==> src/verilog/own_addr_pkg.sv <==
// Constants for the own-address match block: register map, fields, resets.
// Assumes a 32-bit AXI4-Lite bus with byte addresses in the low eight bits.
package own_addr_pkg;
   localparam int          ADDR_W        = 8;
   localparam int          NUM_SLOTS     = 4;
   // Register byte offsets
   localparam logic [7:0]  SLOT0_OFF     = 8'h00;
   localparam logic [7:0]  SLOT_STEP     = 8'h04;
   localparam logic [7:0]  CTRL_OFF      = 8'h10;
   localparam logic [7:0]  MASK_OFF      = 8'h14;
   localparam logic [7:0]  RXADDR_OFF    = 8'h18;
   // Slot field positions
   localparam int          GCEN_BIT      = 15;
   localparam int          OAEN_BIT      = 10;
   localparam int          ADDR10_MSB    = 9;
   localparam int          ADDR7_MSB     = 6;
   // Writable bits of slot 0 and of slots 1 to 3
   localparam logic [15:0] SLOT0_WMASK   = 16'h87ff;
   localparam logic [15:0] SLOTN_WMASK   = 16'h07ff;
   // Control fields
   localparam int          HOLD_BIT      = 0;
   localparam int          TENBIT_BIT    = 1;
   // Reset values
   localparam logic [15:0] SLOT_RESET    = 16'h0000;
   localparam logic [9:0]  MASK_RESET    = 10'h3ff;
   localparam logic        HOLD_RESET    = 1'h1;
   // Compare widths
   localparam logic [9:0]  WIDTH7_MASK   = 10'h07f;
   localparam logic [9:0]  WIDTH10_MASK  = 10'h3ff;
   localparam logic [6:0]  GENERAL_CALL  = 7'h00;
   // Bus responses
   localparam logic [1:0]  RESP_OKAY     = 2'h0;
   localparam logic [1:0]  RESP_SLVERR   = 2'h2;
endpackage

==> src/verilog/reg_req_if.sv <==
// Simple register request carrier between the bus slave and the register file.
// Assumes both ends run on the same clock; all signals are combinational.
`timescale 1ns/10ps
interface reg_req_if;
   logic        wr_en;
   logic [7:0]  wr_addr;
   logic [31:0] wr_data;
   logic [3:0]  wr_strb;
   logic        wr_err;
   logic        rd_en;
   logic [7:0]  rd_addr;
   logic [31:0] rd_data;
   logic        rd_err;
   modport bus (output wr_en, wr_addr, wr_data, wr_strb, rd_en, rd_addr,
                input  wr_err, rd_data, rd_err);
   modport regs (input  wr_en, wr_addr, wr_data, wr_strb, rd_en, rd_addr,
                 output wr_err, rd_data, rd_err);
endinterface

==> src/verilog/slot_compare.sv <==
// One own-address slot comparator, purely combinational.
// Assumes the incoming address is right-justified like the slot value.
`timescale 1ns/10ps
module slot_compare (
   // Slot contents
   input  wire logic [9:0] slot_value,
   input  wire logic       slot_en,
   // Shared compare setup
   input  wire logic [9:0] care_mask,
   input  wire logic       ten_bit,
   input  wire logic [9:0] addr_in,
   // Result
   output      logic       hit
);
   import own_addr_pkg::*;
   logic [9:0] width_mask;

   // Width by mode, cleared mask bits are don't-care
   assign width_mask = ten_bit ? WIDTH10_MASK : WIDTH7_MASK;
   assign hit = slot_en && (((slot_value ^ addr_in) & care_mask & width_mask) == 10'h000);
endmodule

==> src/verilog/axil_slave.sv <==
// AXI4-Lite slave front end: turns bus traffic into single-cycle register requests.
// Assumes one outstanding write and one outstanding read; answers one cycle later.
`timescale 1ns/10ps
module axil_slave (
   // Clock and reset
   input  wire logic                            aclk,
   input  wire logic                            aresetn,
   // Write address and data
   input  wire logic [own_addr_pkg::ADDR_W-1:0] awaddr,
   input  wire logic                            awvalid,
   output      logic                            awready,
   input  wire logic [31:0]                     wdata,
   input  wire logic [3:0]                      wstrb,
   input  wire logic                            wvalid,
   output      logic                            wready,
   // Write response
   output      logic [1:0]                      bresp,
   output      logic                            bvalid,
   input  wire logic                            bready,
   // Read
   input  wire logic [own_addr_pkg::ADDR_W-1:0] araddr,
   input  wire logic                            arvalid,
   output      logic                            arready,
   output      logic [31:0]                     rdata,
   output      logic [1:0]                      rresp,
   output      logic                            rvalid,
   input  wire logic                            rready,
   // Register side
   reg_req_if.bus                               req
);
   import own_addr_pkg::*;

   typedef struct packed {
      logic        aw_full;
      logic [7:0]  aw_addr;
      logic        w_full;
      logic [31:0] w_data;
      logic [3:0]  w_strb;
      logic        aw_rdy;
      logic        w_rdy;
      logic        b_vld;
      logic [1:0]  b_resp;
      logic        ar_rdy;
      logic        r_vld;
      logic [31:0] r_data;
      logic [1:0]  r_resp;
   } axil_state_t;

   axil_state_t s_reg;
   axil_state_t s_next;
   logic        do_wr;
   logic        do_rd;

   // Write fires once address and data are both held
   assign do_wr        = s_reg.aw_full && s_reg.w_full && !s_reg.b_vld;
   assign do_rd        = s_reg.ar_rdy && arvalid;
   assign req.wr_en    = do_wr;
   assign req.wr_addr  = s_reg.aw_addr;
   assign req.wr_data  = s_reg.w_data;
   assign req.wr_strb  = s_reg.w_strb;
   assign req.rd_en    = do_rd;
   assign req.rd_addr  = araddr;

   // Channel bookkeeping
   always_comb begin
      s_next = s_reg;
      if (s_reg.aw_rdy && awvalid) begin
         s_next.aw_full = 1'b1;
         s_next.aw_addr = awaddr;
      end
      if (s_reg.w_rdy && wvalid) begin
         s_next.w_full = 1'b1;
         s_next.w_data = wdata;
         s_next.w_strb = wstrb;
      end
      if (s_reg.b_vld && bready) begin
         s_next.b_vld = 1'b0;
      end
      if (do_wr) begin
         s_next.aw_full = 1'b0;
         s_next.w_full  = 1'b0;
         s_next.b_vld   = 1'b1;
         s_next.b_resp  = req.wr_err ? RESP_SLVERR : RESP_OKAY;
      end
      if (s_reg.r_vld && rready) begin
         s_next.r_vld = 1'b0;
      end
      if (do_rd) begin
         s_next.r_vld  = 1'b1;
         s_next.r_data = req.rd_data;
         s_next.r_resp = req.rd_err ? RESP_SLVERR : RESP_OKAY;
      end
      // Ready stays low while a response waits, so nothing queues up
      s_next.aw_rdy = !s_next.aw_full && !s_next.b_vld;
      s_next.w_rdy  = !s_next.w_full && !s_next.b_vld;
      s_next.ar_rdy = !s_next.r_vld;
   end

   // State register
   always_ff @(posedge aclk) begin
      if (!aresetn) begin
         s_reg <= '0;
      end else begin
         s_reg <= s_next;
      end
   end

   assign awready = s_reg.aw_rdy;
   assign wready  = s_reg.w_rdy;
   assign bvalid  = s_reg.b_vld;
   assign bresp   = s_reg.b_resp;
   assign arready = s_reg.ar_rdy;
   assign rvalid  = s_reg.r_vld;
   assign rdata   = s_reg.r_data;
   assign rresp   = s_reg.r_resp;
endmodule

==> src/verilog/own_addr_match.sv <==
// Own-address configuration and target address matching for an I2C target.
// Assumes the I2C engine on the same clock presents each received address as
// a one-cycle strobe, and software reaches the registers over AXI4-Lite.
//
// Local design decisions: the placing of the registers and register access over AXI4-Lite.
`timescale 1ns/10ps
module own_addr_match (
   // Clock and reset
   input  wire logic                            aclk,
   input  wire logic                            aresetn,
   // AXI4-Lite write address and data
   input  wire logic [own_addr_pkg::ADDR_W-1:0] awaddr,
   input  wire logic                            awvalid,
   output      logic                            awready,
   input  wire logic [31:0]                     wdata,
   input  wire logic [3:0]                      wstrb,
   input  wire logic                            wvalid,
   output      logic                            wready,
   // AXI4-Lite write response
   output      logic [1:0]                      bresp,
   output      logic                            bvalid,
   input  wire logic                            bready,
   // AXI4-Lite read
   input  wire logic [own_addr_pkg::ADDR_W-1:0] araddr,
   input  wire logic                            arvalid,
   output      logic                            arready,
   output      logic [31:0]                     rdata,
   output      logic [1:0]                      rresp,
   output      logic                            rvalid,
   input  wire logic                            rready,
   // Received address from the I2C engine
   input  wire logic                            addr_valid,
   input  wire logic [9:0]                      addr_in,
   // Match result, hold and mode state
   output      logic                            addr_ack,
   output      logic                            addr_nack,
   output      logic                            general_call_ack,
   output      logic [1:0]                      matched_slot,
   output      logic                            soft_reset_hold,
   output      logic                            ten_bit_mode
);
   import own_addr_pkg::*;

   ////////////////////////////////////////////////////////////////////////////
   // State

   typedef struct packed {
      logic [NUM_SLOTS-1:0][15:0] slot;
      logic                       hold;
      logic                       ten_bit;
      logic [9:0]                 mask;
      logic [9:0]                 rx_addr;
      logic                       ack;
      logic                       nack;
      logic                       gc_ack;
      logic [1:0]                 slot_idx;
   } match_state_t;

   match_state_t         s_reg;
   match_state_t         s_next;
   reg_req_if            req ();
   logic [NUM_SLOTS-1:0] hit;
   logic                 is_gc;
   logic [31:0]          byte_mask;

   ////////////////////////////////////////////////////////////////////////////
   // Bus front end

   axil_slave u_bus (
      .aclk    (aclk),
      .aresetn (aresetn),
      .awaddr  (awaddr),
      .awvalid (awvalid),
      .awready (awready),
      .wdata   (wdata),
      .wstrb   (wstrb),
      .wvalid  (wvalid),
      .wready  (wready),
      .bresp   (bresp),
      .bvalid  (bvalid),
      .bready  (bready),
      .araddr  (araddr),
      .arvalid (arvalid),
      .arready (arready),
      .rdata   (rdata),
      .rresp   (rresp),
      .rvalid  (rvalid),
      .rready  (rready),
      .req     (req.bus)
   );

   ////////////////////////////////////////////////////////////////////////////
   // Slot comparators, one per slot

   genvar gi;
   generate
      for (gi = 0; gi < NUM_SLOTS; gi++) begin : g_slot
         slot_compare u_cmp (
            .slot_value (s_reg.slot[gi][ADDR10_MSB:0]),
            .slot_en    (s_reg.slot[gi][OAEN_BIT]),
            .care_mask  (s_reg.mask),
            .ten_bit    (s_reg.ten_bit),
            .addr_in    (addr_in),
            .hit        (hit[gi])
         );
      end
   endgenerate

   // General call is the all-zero seven-bit address
   assign is_gc = !s_reg.ten_bit && (addr_in[ADDR7_MSB:0] == GENERAL_CALL);

   // Byte lanes to bit mask
   assign byte_mask = {{8{req.wr_strb[3]}}, {8{req.wr_strb[2]}},
                       {8{req.wr_strb[1]}}, {8{req.wr_strb[0]}}};

   ////////////////////////////////////////////////////////////////////////////
   // Register read decode

   always_comb begin
      req.rd_data = 32'h0000_0000;
      req.rd_err  = 1'b0;
      case (req.rd_addr)
         SLOT0_OFF,
         SLOT0_OFF + SLOT_STEP,
         SLOT0_OFF + 8'h02 * SLOT_STEP,
         SLOT0_OFF + 8'h03 * SLOT_STEP: begin
            // Reserved bits are never stored, so they read zero
            req.rd_data = {16'h0000, s_reg.slot[req.rd_addr[3:2]]};
         end
         CTRL_OFF: begin
            req.rd_data[HOLD_BIT]   = s_reg.hold;
            req.rd_data[TENBIT_BIT] = s_reg.ten_bit;
         end
         MASK_OFF: begin
            req.rd_data = {22'h000000, s_reg.mask};
         end
         RXADDR_OFF: begin
            req.rd_data = {22'h000000, s_reg.rx_addr};
         end
         default: begin
            req.rd_err = 1'b1;
         end
      endcase
   end

   ////////////////////////////////////////////////////////////////////////////
   // Register writes and address matching

   always_comb begin
      s_next        = s_reg;
      req.wr_err    = 1'b0;
      s_next.ack    = 1'b0;
      s_next.nack   = 1'b0;
      s_next.gc_ack = 1'b0;
      if (req.wr_en) begin
         case (req.wr_addr)
            SLOT0_OFF,
            SLOT0_OFF + SLOT_STEP,
            SLOT0_OFF + 8'h02 * SLOT_STEP,
            SLOT0_OFF + 8'h03 * SLOT_STEP: begin
               // Writes outside the hold window are dropped, not errors
               if (s_reg.hold) begin
                  for (int i = 0; i < NUM_SLOTS; i++) begin
                     if (req.wr_addr[3:2] == 2'(i)) begin
                        s_next.slot[i] = (s_reg.slot[i] & ~byte_mask[15:0])
                                       | (req.wr_data[15:0] & byte_mask[15:0]
                                          & (i == 0 ? SLOT0_WMASK : SLOTN_WMASK));
                     end
                  end
               end
            end
            CTRL_OFF: begin
               if (req.wr_strb[0]) begin
                  s_next.hold    = req.wr_data[HOLD_BIT];
                  s_next.ten_bit = req.wr_data[TENBIT_BIT];
               end
            end
            MASK_OFF: begin
               if (s_reg.hold) begin
                  s_next.mask = (s_reg.mask & ~byte_mask[9:0])
                              | (req.wr_data[9:0] & byte_mask[9:0]);
               end
            end
            RXADDR_OFF: begin
               // Read-only, write ignored
            end
            default: begin
               req.wr_err = 1'b1;
            end
         endcase
      end
      // Matching is off while software holds the block in reset
      if (addr_valid && !s_reg.hold) begin
         if (is_gc) begin
            s_next.gc_ack = s_reg.slot[0][GCEN_BIT];
            s_next.ack    = s_reg.slot[0][GCEN_BIT];
            s_next.nack   = !s_reg.slot[0][GCEN_BIT];
         end else begin
            s_next.ack  = |hit;
            s_next.nack = ~|hit;
            // Lowest-numbered matching slot is reported
            for (int i = NUM_SLOTS - 1; i >= 0; i--) begin
               if (hit[i]) begin
                  s_next.slot_idx = 2'(i);
               end
            end
         end
         if (s_next.ack) begin
            s_next.rx_addr = addr_in;
         end
      end
   end

   // State register
   always_ff @(posedge aclk) begin
      if (!aresetn) begin
         s_reg         <= '0;
         s_reg.slot    <= {NUM_SLOTS{SLOT_RESET}};
         s_reg.mask    <= MASK_RESET;
         s_reg.hold    <= HOLD_RESET;
      end else begin
         s_reg <= s_next;
      end
   end

   assign addr_ack         = s_reg.ack;
   assign addr_nack        = s_reg.nack;
   assign general_call_ack = s_reg.gc_ack;
   assign matched_slot     = s_reg.slot_idx;
   assign soft_reset_hold  = s_reg.hold;
   assign ten_bit_mode     = s_reg.ten_bit;
endmodule

==> config.mk <==
export PLATFORM = sky130hd
export DESIGN_NAME = own_addr_match
export DESIGN_NICKNAME = d
export VERILOG_FILES = /design/src/verilog/own_addr_pkg.sv /design/src/verilog/reg_req_if.sv /design/src/verilog/slot_compare.sv /design/src/verilog/axil_slave.sv /design/src/verilog/own_addr_match.sv
export SDC_FILE = /design/constraint.sdc
export NUM_CORES = 1
export LEC_CHECK = 0
export BUFFER_PORTS_ARGS = -buffer_cell sky130_fd_sc_hd__buf_2
export CORE_ASPECT_RATIO = 0.5
export CORE_MARGIN = 2
export CORE_UTILIZATION = 45
export CTS_BUF_LIST = sky130_fd_sc_hd__clkbuf_8
export DETAILED_ROUTE_END_ITERATION = 12
export PLACE_DENSITY = 0.67
export SLEW_MARGIN = 20
export SYNTH_ARGS = -nofsm -noshare
export SYNTH_HDL_FRONTEND = slang
export SYNTH_SLANG_ARGS = --single-unit
==> constraint.sdc <==
create_clock -name aclk -period 2.8 [get_ports aclk]
set_clock_uncertainty 0.15 [all_clocks]
set_input_delay 0.84 -clock aclk [delete_from_list [all_inputs] [get_ports aclk]]
set_output_delay 0.84 -clock aclk [all_outputs]
set_load 0.02 [all_outputs]
Word level (Yosys, flattened, before mapping):

Cells that the tools add are included.
W data, S select, Z words.

* magnitude comparators: 1
* equal/unequal tests: 15
* muxes and demuxes: 23
* bitwise gates (word level): 27
* reductions and logical operators: 48

Operators by type and width (number)
* $and A10 B10 Y10: 10
* $and A16 B16 Y16: 5
* $eq A8 B5 Y1 const B: 6
* $or A16 B11 Y16: 3
* $pmux W14 S3: 1
* $logic_not A10 Y1: 4
* $xor A10 B10 Y10: 4
* $mux W37: 1
* $mux W35: 1
* $bmux W16 S2: 1
* $eq A8 B4 Y1 const B: 4
* $eq A8 B3 Y1 const B: 2
* $logic_not A8 Y1: 2
* $mux W16: 1
* $mux W2: 8
* $not A16 Y16: 1
* $or A16 B16 Y16: 1
* $reduce_and A4 Y1: 4
* $logic_and A1 B1 Y1: 15
* $reduce_or A7 Y1: 2
* $reduce_and A3 Y1: 4
* $reduce_or A4 Y1: 3
* $mux W10: 1
* $not A10 Y10: 1
* other kinds (14): 29

* register bits: 178
* input bits: 70
* output and inout bits: 48
* word-level logic and storage cells: 139

Longest topological paths before layout:

Gate-level depths: netlist of run 1.

* depth in word-level cells: 10
* gate-level depth with buffers: 9
* depth with buffers taken out: 7

By module:

Synthesis of run 1 repeated with hierarchy kept, for this count alone.

* cell total of the unflattened synthesis: 929
* area total of the unflattened synthesis: 8573.2 um^2

Modules (own cells, without submodules)
* own_addr_match: times used 1, cells an instance 401, area an instance 4101.4 um^2, seq. area each 1821.7 um^2
* axil_slave: times used 1, cells an instance 452, area an instance 3896.2 um^2, seq. area each 1701.6 um^2
* slot_compare: times used 4, cells an instance 19, area an instance 143.9 um^2, seq. area each 0.0 um^2

Worst setup path after synthesis of run 1:

Ideal clock, no wire load.

* kind: input-to-reg
* from: input addr_in[9]
* to: register s_reg[10] (netlist name)
* setup time: 0.072 ns
* arrival: 2.360 ns
* required time: 2.578 ns
* path slack: 0.219 ns
* cell stages on the path: 9
* buffers on the path: 2
* path through: clkbuf_1 xor2_1 a222oi_1 inv_1 a21oi_1 a31oi_1 a31oi_1 buf_4 mux2i_1

* cells in the longest elaborated chain, start to end: 9
* elaborated cells on any way between the ends: 24
* classes of those cells: mux (2); bitwise (12); reduce/logical (10)

RTL lines
* start, declared: RTL line own_addr_match.sv:33 `input wire logic [9:0] addr_in,`
* $xor A10 B10 Y10: RTL line slot_compare.sv:20 `assign hit = slot_en && (((slot_value ^ addr_in) & care_mask & width_mask) == 10'h000);`
* $and A10 B10 Y10 (2 in a row): RTL line slot_compare.sv:20
* $logic_not A10 Y1: RTL line slot_compare.sv:20
* $logic_and A1 B1 Y1: RTL line slot_compare.sv:20
* $reduce_or A4 Y1 (*): RTL line own_addr_match.sv:199 `s_next.ack = |hit;`
* $mux W2 (*): RTL line own_addr_match.sv:194 `if (is_gc) begin`
* $mux W2 (*): RTL line own_addr_match.sv:193 `if (addr_valid && !s_reg.hold) begin`
* $reduce_and A2 Y1 (no line) (*)
* end signal, assigned: RTL line own_addr_match.sv:222 `s_reg <= s_next;`
* end, declared: RTL line own_addr_match.sv:59 `match_state_t s_reg;`

Every way passes the cells marked *; elsewhere a longest branch is shown, timed or not. The select of a mux whose other input is x is not followed.
A chain may end at the register's enable or synchronous reset.

==> results of run 1 <==
metrics by stage:
stage	util, %	hold WS (ps)
global route	51.7	333
global placement	48.7	286
floorplan	-	272
detailed placement	48.7	291
finish	51.7	309
CTS	51.7	310
Yosys cell counts (all sizes together):
master	number	share of area, %
buf	49	5.3
and2	8	0.76
o221ai	1	0.13
nand2	118	6.7
o211a	9	1.4
nand3b	1	0.30
nor3	6	0.53
o22ai	1	0.095
and3	16	1.6
a222oi	4	0.61
and3b	1	0.13
a21oi	6	0.46
mux4	16	5.5
dfxtp	138	42
a22oi	17	1.9
o221a	1	0.17
or2	1	0.095
conb	1	0.057
clkbuf	36	2.1
inv	2	0.11
a21boi	40	4.6
a22o	1	0.13
a221oi	3	0.40
xor2	40	5.3
nor2	18	1.2
nor3b	2	0.38
nand2b	4	0.38
nand3	27	2.1
a21o	2	0.23
mux2i	62	9.4
nor4	2	0.19
o21ai	5	0.38
a31oi	6	0.57
nor2b	46	4.4
or4	1	0.17
nand4	3	0.28
final timing paths:
kind / end / slack (ps)
worst min-delay path: s_reg[74] / 310
worst max register to register: register / 340
worst min register to register: s_reg[74] / 310
worst max-delay path: register / 340
power by group through the flow:
stage               sequential [W]  combinational [W]  clock, W
CTS                        0.00203           0.000314   0.00180
floorplan                  0.00207           0.000240         0
detailed placement         0.00207           0.000312         0
finish                     0.00203           0.000312   0.00176
global placement           0.00207           0.000308         0
global route               0.00203           0.000343   0.00188
critical path: stages, from the launching register on:
cell and delay, ps:
dfxtp_1 320, or4_4 520, nor2_2 190, and3_4 240, nand3b_4 100, nand2b_1 470, mux2i_1 270, nor2b_1 70
routing by layer:
layer	share of wire [%]	global-route usage, %	up-vias
met2	40	29.6	166
li1	-	-	2436
met1	53	29.4	2372
met4	1.2	5.98	0
met5	0	0	-
met3	5.4	4.21	16
layout make-up:
class | instances | area [um2] | area share [%]
flip-flops and latches | 138 | 2760 | 37.1
clock inverters | 11 | 171 | 2.30
well taps | 198 | 248 | 3.33
repair buffers | 101 | 593 | 7.97
clock buffers | 19 | 262 | 3.52
multi-input cells | 486 | 3390 | 45.6
inverters | 2 | 7.51 | 0.101
cells by family (layout without fill, tap and decap cells):
logic type | count (synthesis) | after routing | synth area share, %
other cells | 1 | 18 | 0.0569
buf+inv | 87 | 133 | 7.50
simple gates | 254 | 254 | 19.3
compound gates | 96 | 96 | 11.0
flops | 138 | 138 | 41.9
mux | 78 | 78 | 14.9
xor+xnor | 40 | 40 | 5.32
==> results.json, run 1 <==
{
  "grt_max_degree": 44,
  "cts_max_path_buffers": 2,
  "viasPerCell": 5.23,
  "syn_area_um2": 6590,
  "wirelength_um": 15500,
  "r2r_cells": 7,
  "setup_violations": 0,
  "antenna_found_initial": 0,
  "synth_seq_area_share_pct": 41.9,
  "status": "finished, final reports clean",
  "clk_latency_ps": 440,
  "gp_congestion": 0.897,
  "dpl.cell_count": 925,
  "grt_usage_pct": 20.0,
  "cts_hold_buf": 0,
  "synthCells": 694,
  "die_w_um": 175,
  "vias": 4990,
  "die_area_um2": 15700,
  "ys_warn_count": 0,
  "die_h_um": 89.6,
  "cts_inserted_buffers": 17,
  "finalPower_w": 0.00410,
  "p_sw_share_pct": 23.7,
  "hold_viol_final": 0,
  "synth_cell_type_count": 44,
  "cp-start-kind": "register",
  "drc": 0,
  "rsz0062_at_grt": "false",
  "cp.arrival_ps": 2630,
  "tns_ps": 0,
  "tritoncts": "built",
  "fin_crit_sh_pct": 87.8,
  "finalCriticalPeriod_ps": 2460,
  "first_pass_iters": 5,
  "layout_setup_ws_ps": 340,
  "endpoint_kind": "register",
  "worstPathRequired_ps": 2970,
  "powerDensity_nw_per_um2": 551,
  "final_nets": 816,
  "drive_above_1_share_pct": 21.0,
  "seqPwrFrac_pct": 49.5,
  "grt_pass1_vias": 4588,
  "root_buffer": "clkbuf_8",
  "diodes": 0,
  "reg2reg_from": "u_bus.req.wr_addr[1]",
  "p_int_w": 0.00313,
  "leakagePower_nw": 3.07,
  "power_frac_clock_pct": 42.9,
  "core-area_um2": 14400,
  "n_fill_cell": 1345,
  "syn_to_final_growth_pct": 12.9,
  "clk_pin_slew_worst_paths_ps": 80,
  "hpwlAfterDp_um": 11500,
  "clock-sinks": 138,
  "final_antenna_net_count": 0,
  "htree_levels": 4,
  "grt_first_pass_wirelength_um": 24100,
  "preCtsSetupSlack_ps": -21.3,
  "holdCritStartpoint": "s_reg[74]",
  "combPwrFrac_pct": 7.6,
  "p_switching_w": 0.000973,
  "worstSetupPathType": "reg2reg",
  "stdcell_area_um2": 7440,
  "initial_utilization_pct": 45.8,
  "layout_commonest_cell": "dfxtp_1",
  "avgSynthCellArea_um2": 9.49,
  "post_cts_resized": 0,
  "drv_slew": 0,
  "placed_cell_area_um2": 7010,
  "final_cell_mix": "138 x dfxtp_1, 118 x nand2_1, 76 x buf_2",
  "ir_drop_mv": 0.263,
  "holdPathStages": 1,
  "startpoint": "u_bus.req.wr_addr[1]",
  "synth_seq_cells": 138,
  "avgRoutedWirePerCell_um": 16.2,
  "portBuffers": 77,
  "timing.fmax_mhz": 407,
  "grt-ovfl-total": 0,
  "worst_pin_slew_ps": 641,
  "cap_violations": 0,
  "fp-row-count": 31,
  "path_max_fanout": 8,
  "hp-class": "reg2reg",
  "drtIter0Drc": 352,
  "finalNonFillerCells": 955,
  "slew_headroom_pct": 57.2,
  "ios": 118,
  "post_cts_buffers": 0
}
Power figures use the tool's default switching activity.
==> run 2: changes to the inputs <==
--- a/config.mk
+++ b/config.mk
@@ -11,7 +11,8 @@
 export CORE_UTILIZATION = 45
 export CTS_BUF_LIST = sky130_fd_sc_hd__clkbuf_8
 export DETAILED_ROUTE_END_ITERATION = 12
-export PLACE_DENSITY = 0.67
+export PLACE_DENSITY_LB_ADDON = 0.05
+export SETUP_SLACK_MARGIN = 0.1
 export SLEW_MARGIN = 20
 export SYNTH_ARGS = -nofsm -noshare
 export SYNTH_HDL_FRONTEND = slang
==> run 2 against run 1 <==
  * Utilization down 0.26 points
  * Largest cell class unchanged
  * Non-clock buffer count down 3
  * Final cell count down 0.31%
==> results.json, run 2 (synthesized netlist as in run 1, its figures left out) <==
{
  "drc": 0,
  "fin_crit_sh_pct": 86.4,
  "power_frac_clock_pct": 42.3,
  "avgRoutedWirePerCell_um": 16.8,
  "post_cts_resized": 0,
  "path_max_fanout": 9,
  "finalPower_w": 0.00405,
  "cts_max_path_buffers": 2,
  "clk_pin_slew_worst_paths_ps": 80,
  "cp_top_family": "simple AND/OR/NAND/NOR gates",
  "p_int_w": 0.00306,
  "vias": 4875,
  "endpoint_kind": "register",
  "grt-ovfl-total": 0,
  "crit_cells": 7,
  "combPwrFrac_pct": 7.6,
  "setup_violations": 0,
  "reg2reg_setup_slack_ps": 380,
  "tns_ps": 0,
  "final_nets": 813,
  "grt_first_pass_wirelength_um": 25000,
  "clk_latency_ps": 430,
  "core-area_um2": 14400,
  "fin_util_pct": 51.4,
  "final_antenna_net_count": 0,
  "p_switching_w": 0.000989,
  "layout_commonest_cell": "dfxtp_1",
  "crit_chain": "or4_4, nor2_2, nand3_1, nor3b_2, buf_4, nand2_1, and3_1",
  "gp_congestion": 0.842,
  "final_cell_mix": "138 x dfxtp_1, 118 x nand2_1, 76 x buf_2",
  "root_buffer": "clkbuf_8",
  "grt_pass1_vias": 4398,
  "drtIter0Drc": 350,
  "slew_headroom_pct": 61.9,
  "reg2reg_to": "s_reg[58]",
  "powerDensity_nw_per_um2": 547,
  "leakagePower_nw": 3.04,
  "post_cts_buffers": 0,
  "wirelength_um": 16000,
  "diodes": 0,
  "ios": 118,
  "timing.fmax_mhz": 413,
  "dpl.cell_count": 922,
  "cp_slowest_stage_delay_ps": 530,
  "layout_setup_ws_ps": 381,
  "worstPathRequired_ps": 2980,
  "hp-class": "reg2reg",
  "grt_max_degree": 72,
  "grt_usage_pct": 21.1,
  "antenna_found_initial": 0,
  "worst_pin_slew_ps": 572,
  "status": "finished, final reports clean",
  "p_sw_share_pct": 24.4,
  "tritoncts": "built",
  "die_area_um2": 15700,
  "holdCritStartpoint": "s_reg[72]",
  "ir_drop_mv": 0.236,
  "portBuffers": 77,
  "finalNonFillerCells": 952,
  "seqPwrFrac_pct": 50.1,
  "htree_levels": 4,
  "syn_to_final_growth_pct": 12.3,
  "first_pass_iters": 7,
  "cp-start-kind": "register",
  "fp-row-count": 31,
  "preCtsSetupSlack_ps": 21.2,
  "viasPerCell": 5.12,
  "clock-sinks": 138,
  "rsz0062_at_grt": "false",
  "endpoint": "s_reg[58]",
  "die_h_um": 89.6,
  "r2r_cells": 7,
  "reg2reg_from": "u_bus.req.wr_addr[1]",
  "die_w_um": 175,
  "cts_hold_buf": 0,
  "cp_slowest_cell": "or4_4",
  "hpwlAfterDp_um": 11700,
  "cap_violations": 0,
  "initial_utilization_pct": 45.8,
  "cts_inserted_buffers": 17,
  "cp.arrival_ps": 2590,
  "worstSetupPathType": "reg2reg",
  "drive_above_1_share_pct": 20.7,
  "hold_viol_final": 0,
  "startpoint": "u_bus.req.wr_addr[1]",
  "drv_slew": 0,
  "finalCriticalPeriod_ps": 2420,
  "critPathBufInv": 1
}
## run 2: area by class of cell
| cell class | count | area (um2) |
|---|---|---|
| fillers | 1372 | 6990 |
| multi-input cells | 486 | 3390 |
| well taps | 198 | 248 |
| inverters | 2 | 7.51 |
| clock inverters | 10 | 143 |
| flip-flops and latches | 138 | 2760 |
| repair buffers | 98 | 571 |
| clock buffers | 20 | 275 |
## run 2: routing by layer
layer  global-route usage (%)  up-vias  part of all wire [%]  wire length (um)
li1                         -     2434                     -                 -
met4                     4.55        0                  0.32                51
met2                     29.0      139                    39              6180
met3                     4.46        4                   5.0               800
met5                        0        -                     0                 0
met1                     33.1     2298                    56              8970
## run 2: how the worst min path moves through the flow
stage              endpoint  slack [ps]  cells past startpoint
2_1_floorplan  u_bus.wready         270                      1
3_3_place_gp      s_reg[72]         290                      1
3_5_place_dp      s_reg[72]         290                      1
4_1_cts           s_reg[72]         310                      1
5_1_grt            s_reg[5]         330                      2
6_report          s_reg[72]         310                      1
## run 2: stage by stage
stage	hold WS (ps)	instance area (um2)
2_1_floorplan	272	6650
3_3_place_gp	292	6980
3_5_place_dp	294	6980
4_1_cts	313	7400
5_1_grt	327	7400
6_report	307	7400
## run 2: power groups by stage
stage | registers, W | logic (W) | clock network (W)
detailed placement | 0.00207 | 0.000308 | 0
floorplan | 0.00207 | 0.000240 | 0
global route | 0.00203 | 0.000338 | 0.00185
CTS | 0.00203 | 0.000309 | 0.00176
global placement | 0.00207 | 0.000306 | 0
finish | 0.00203 | 0.000307 | 0.00171
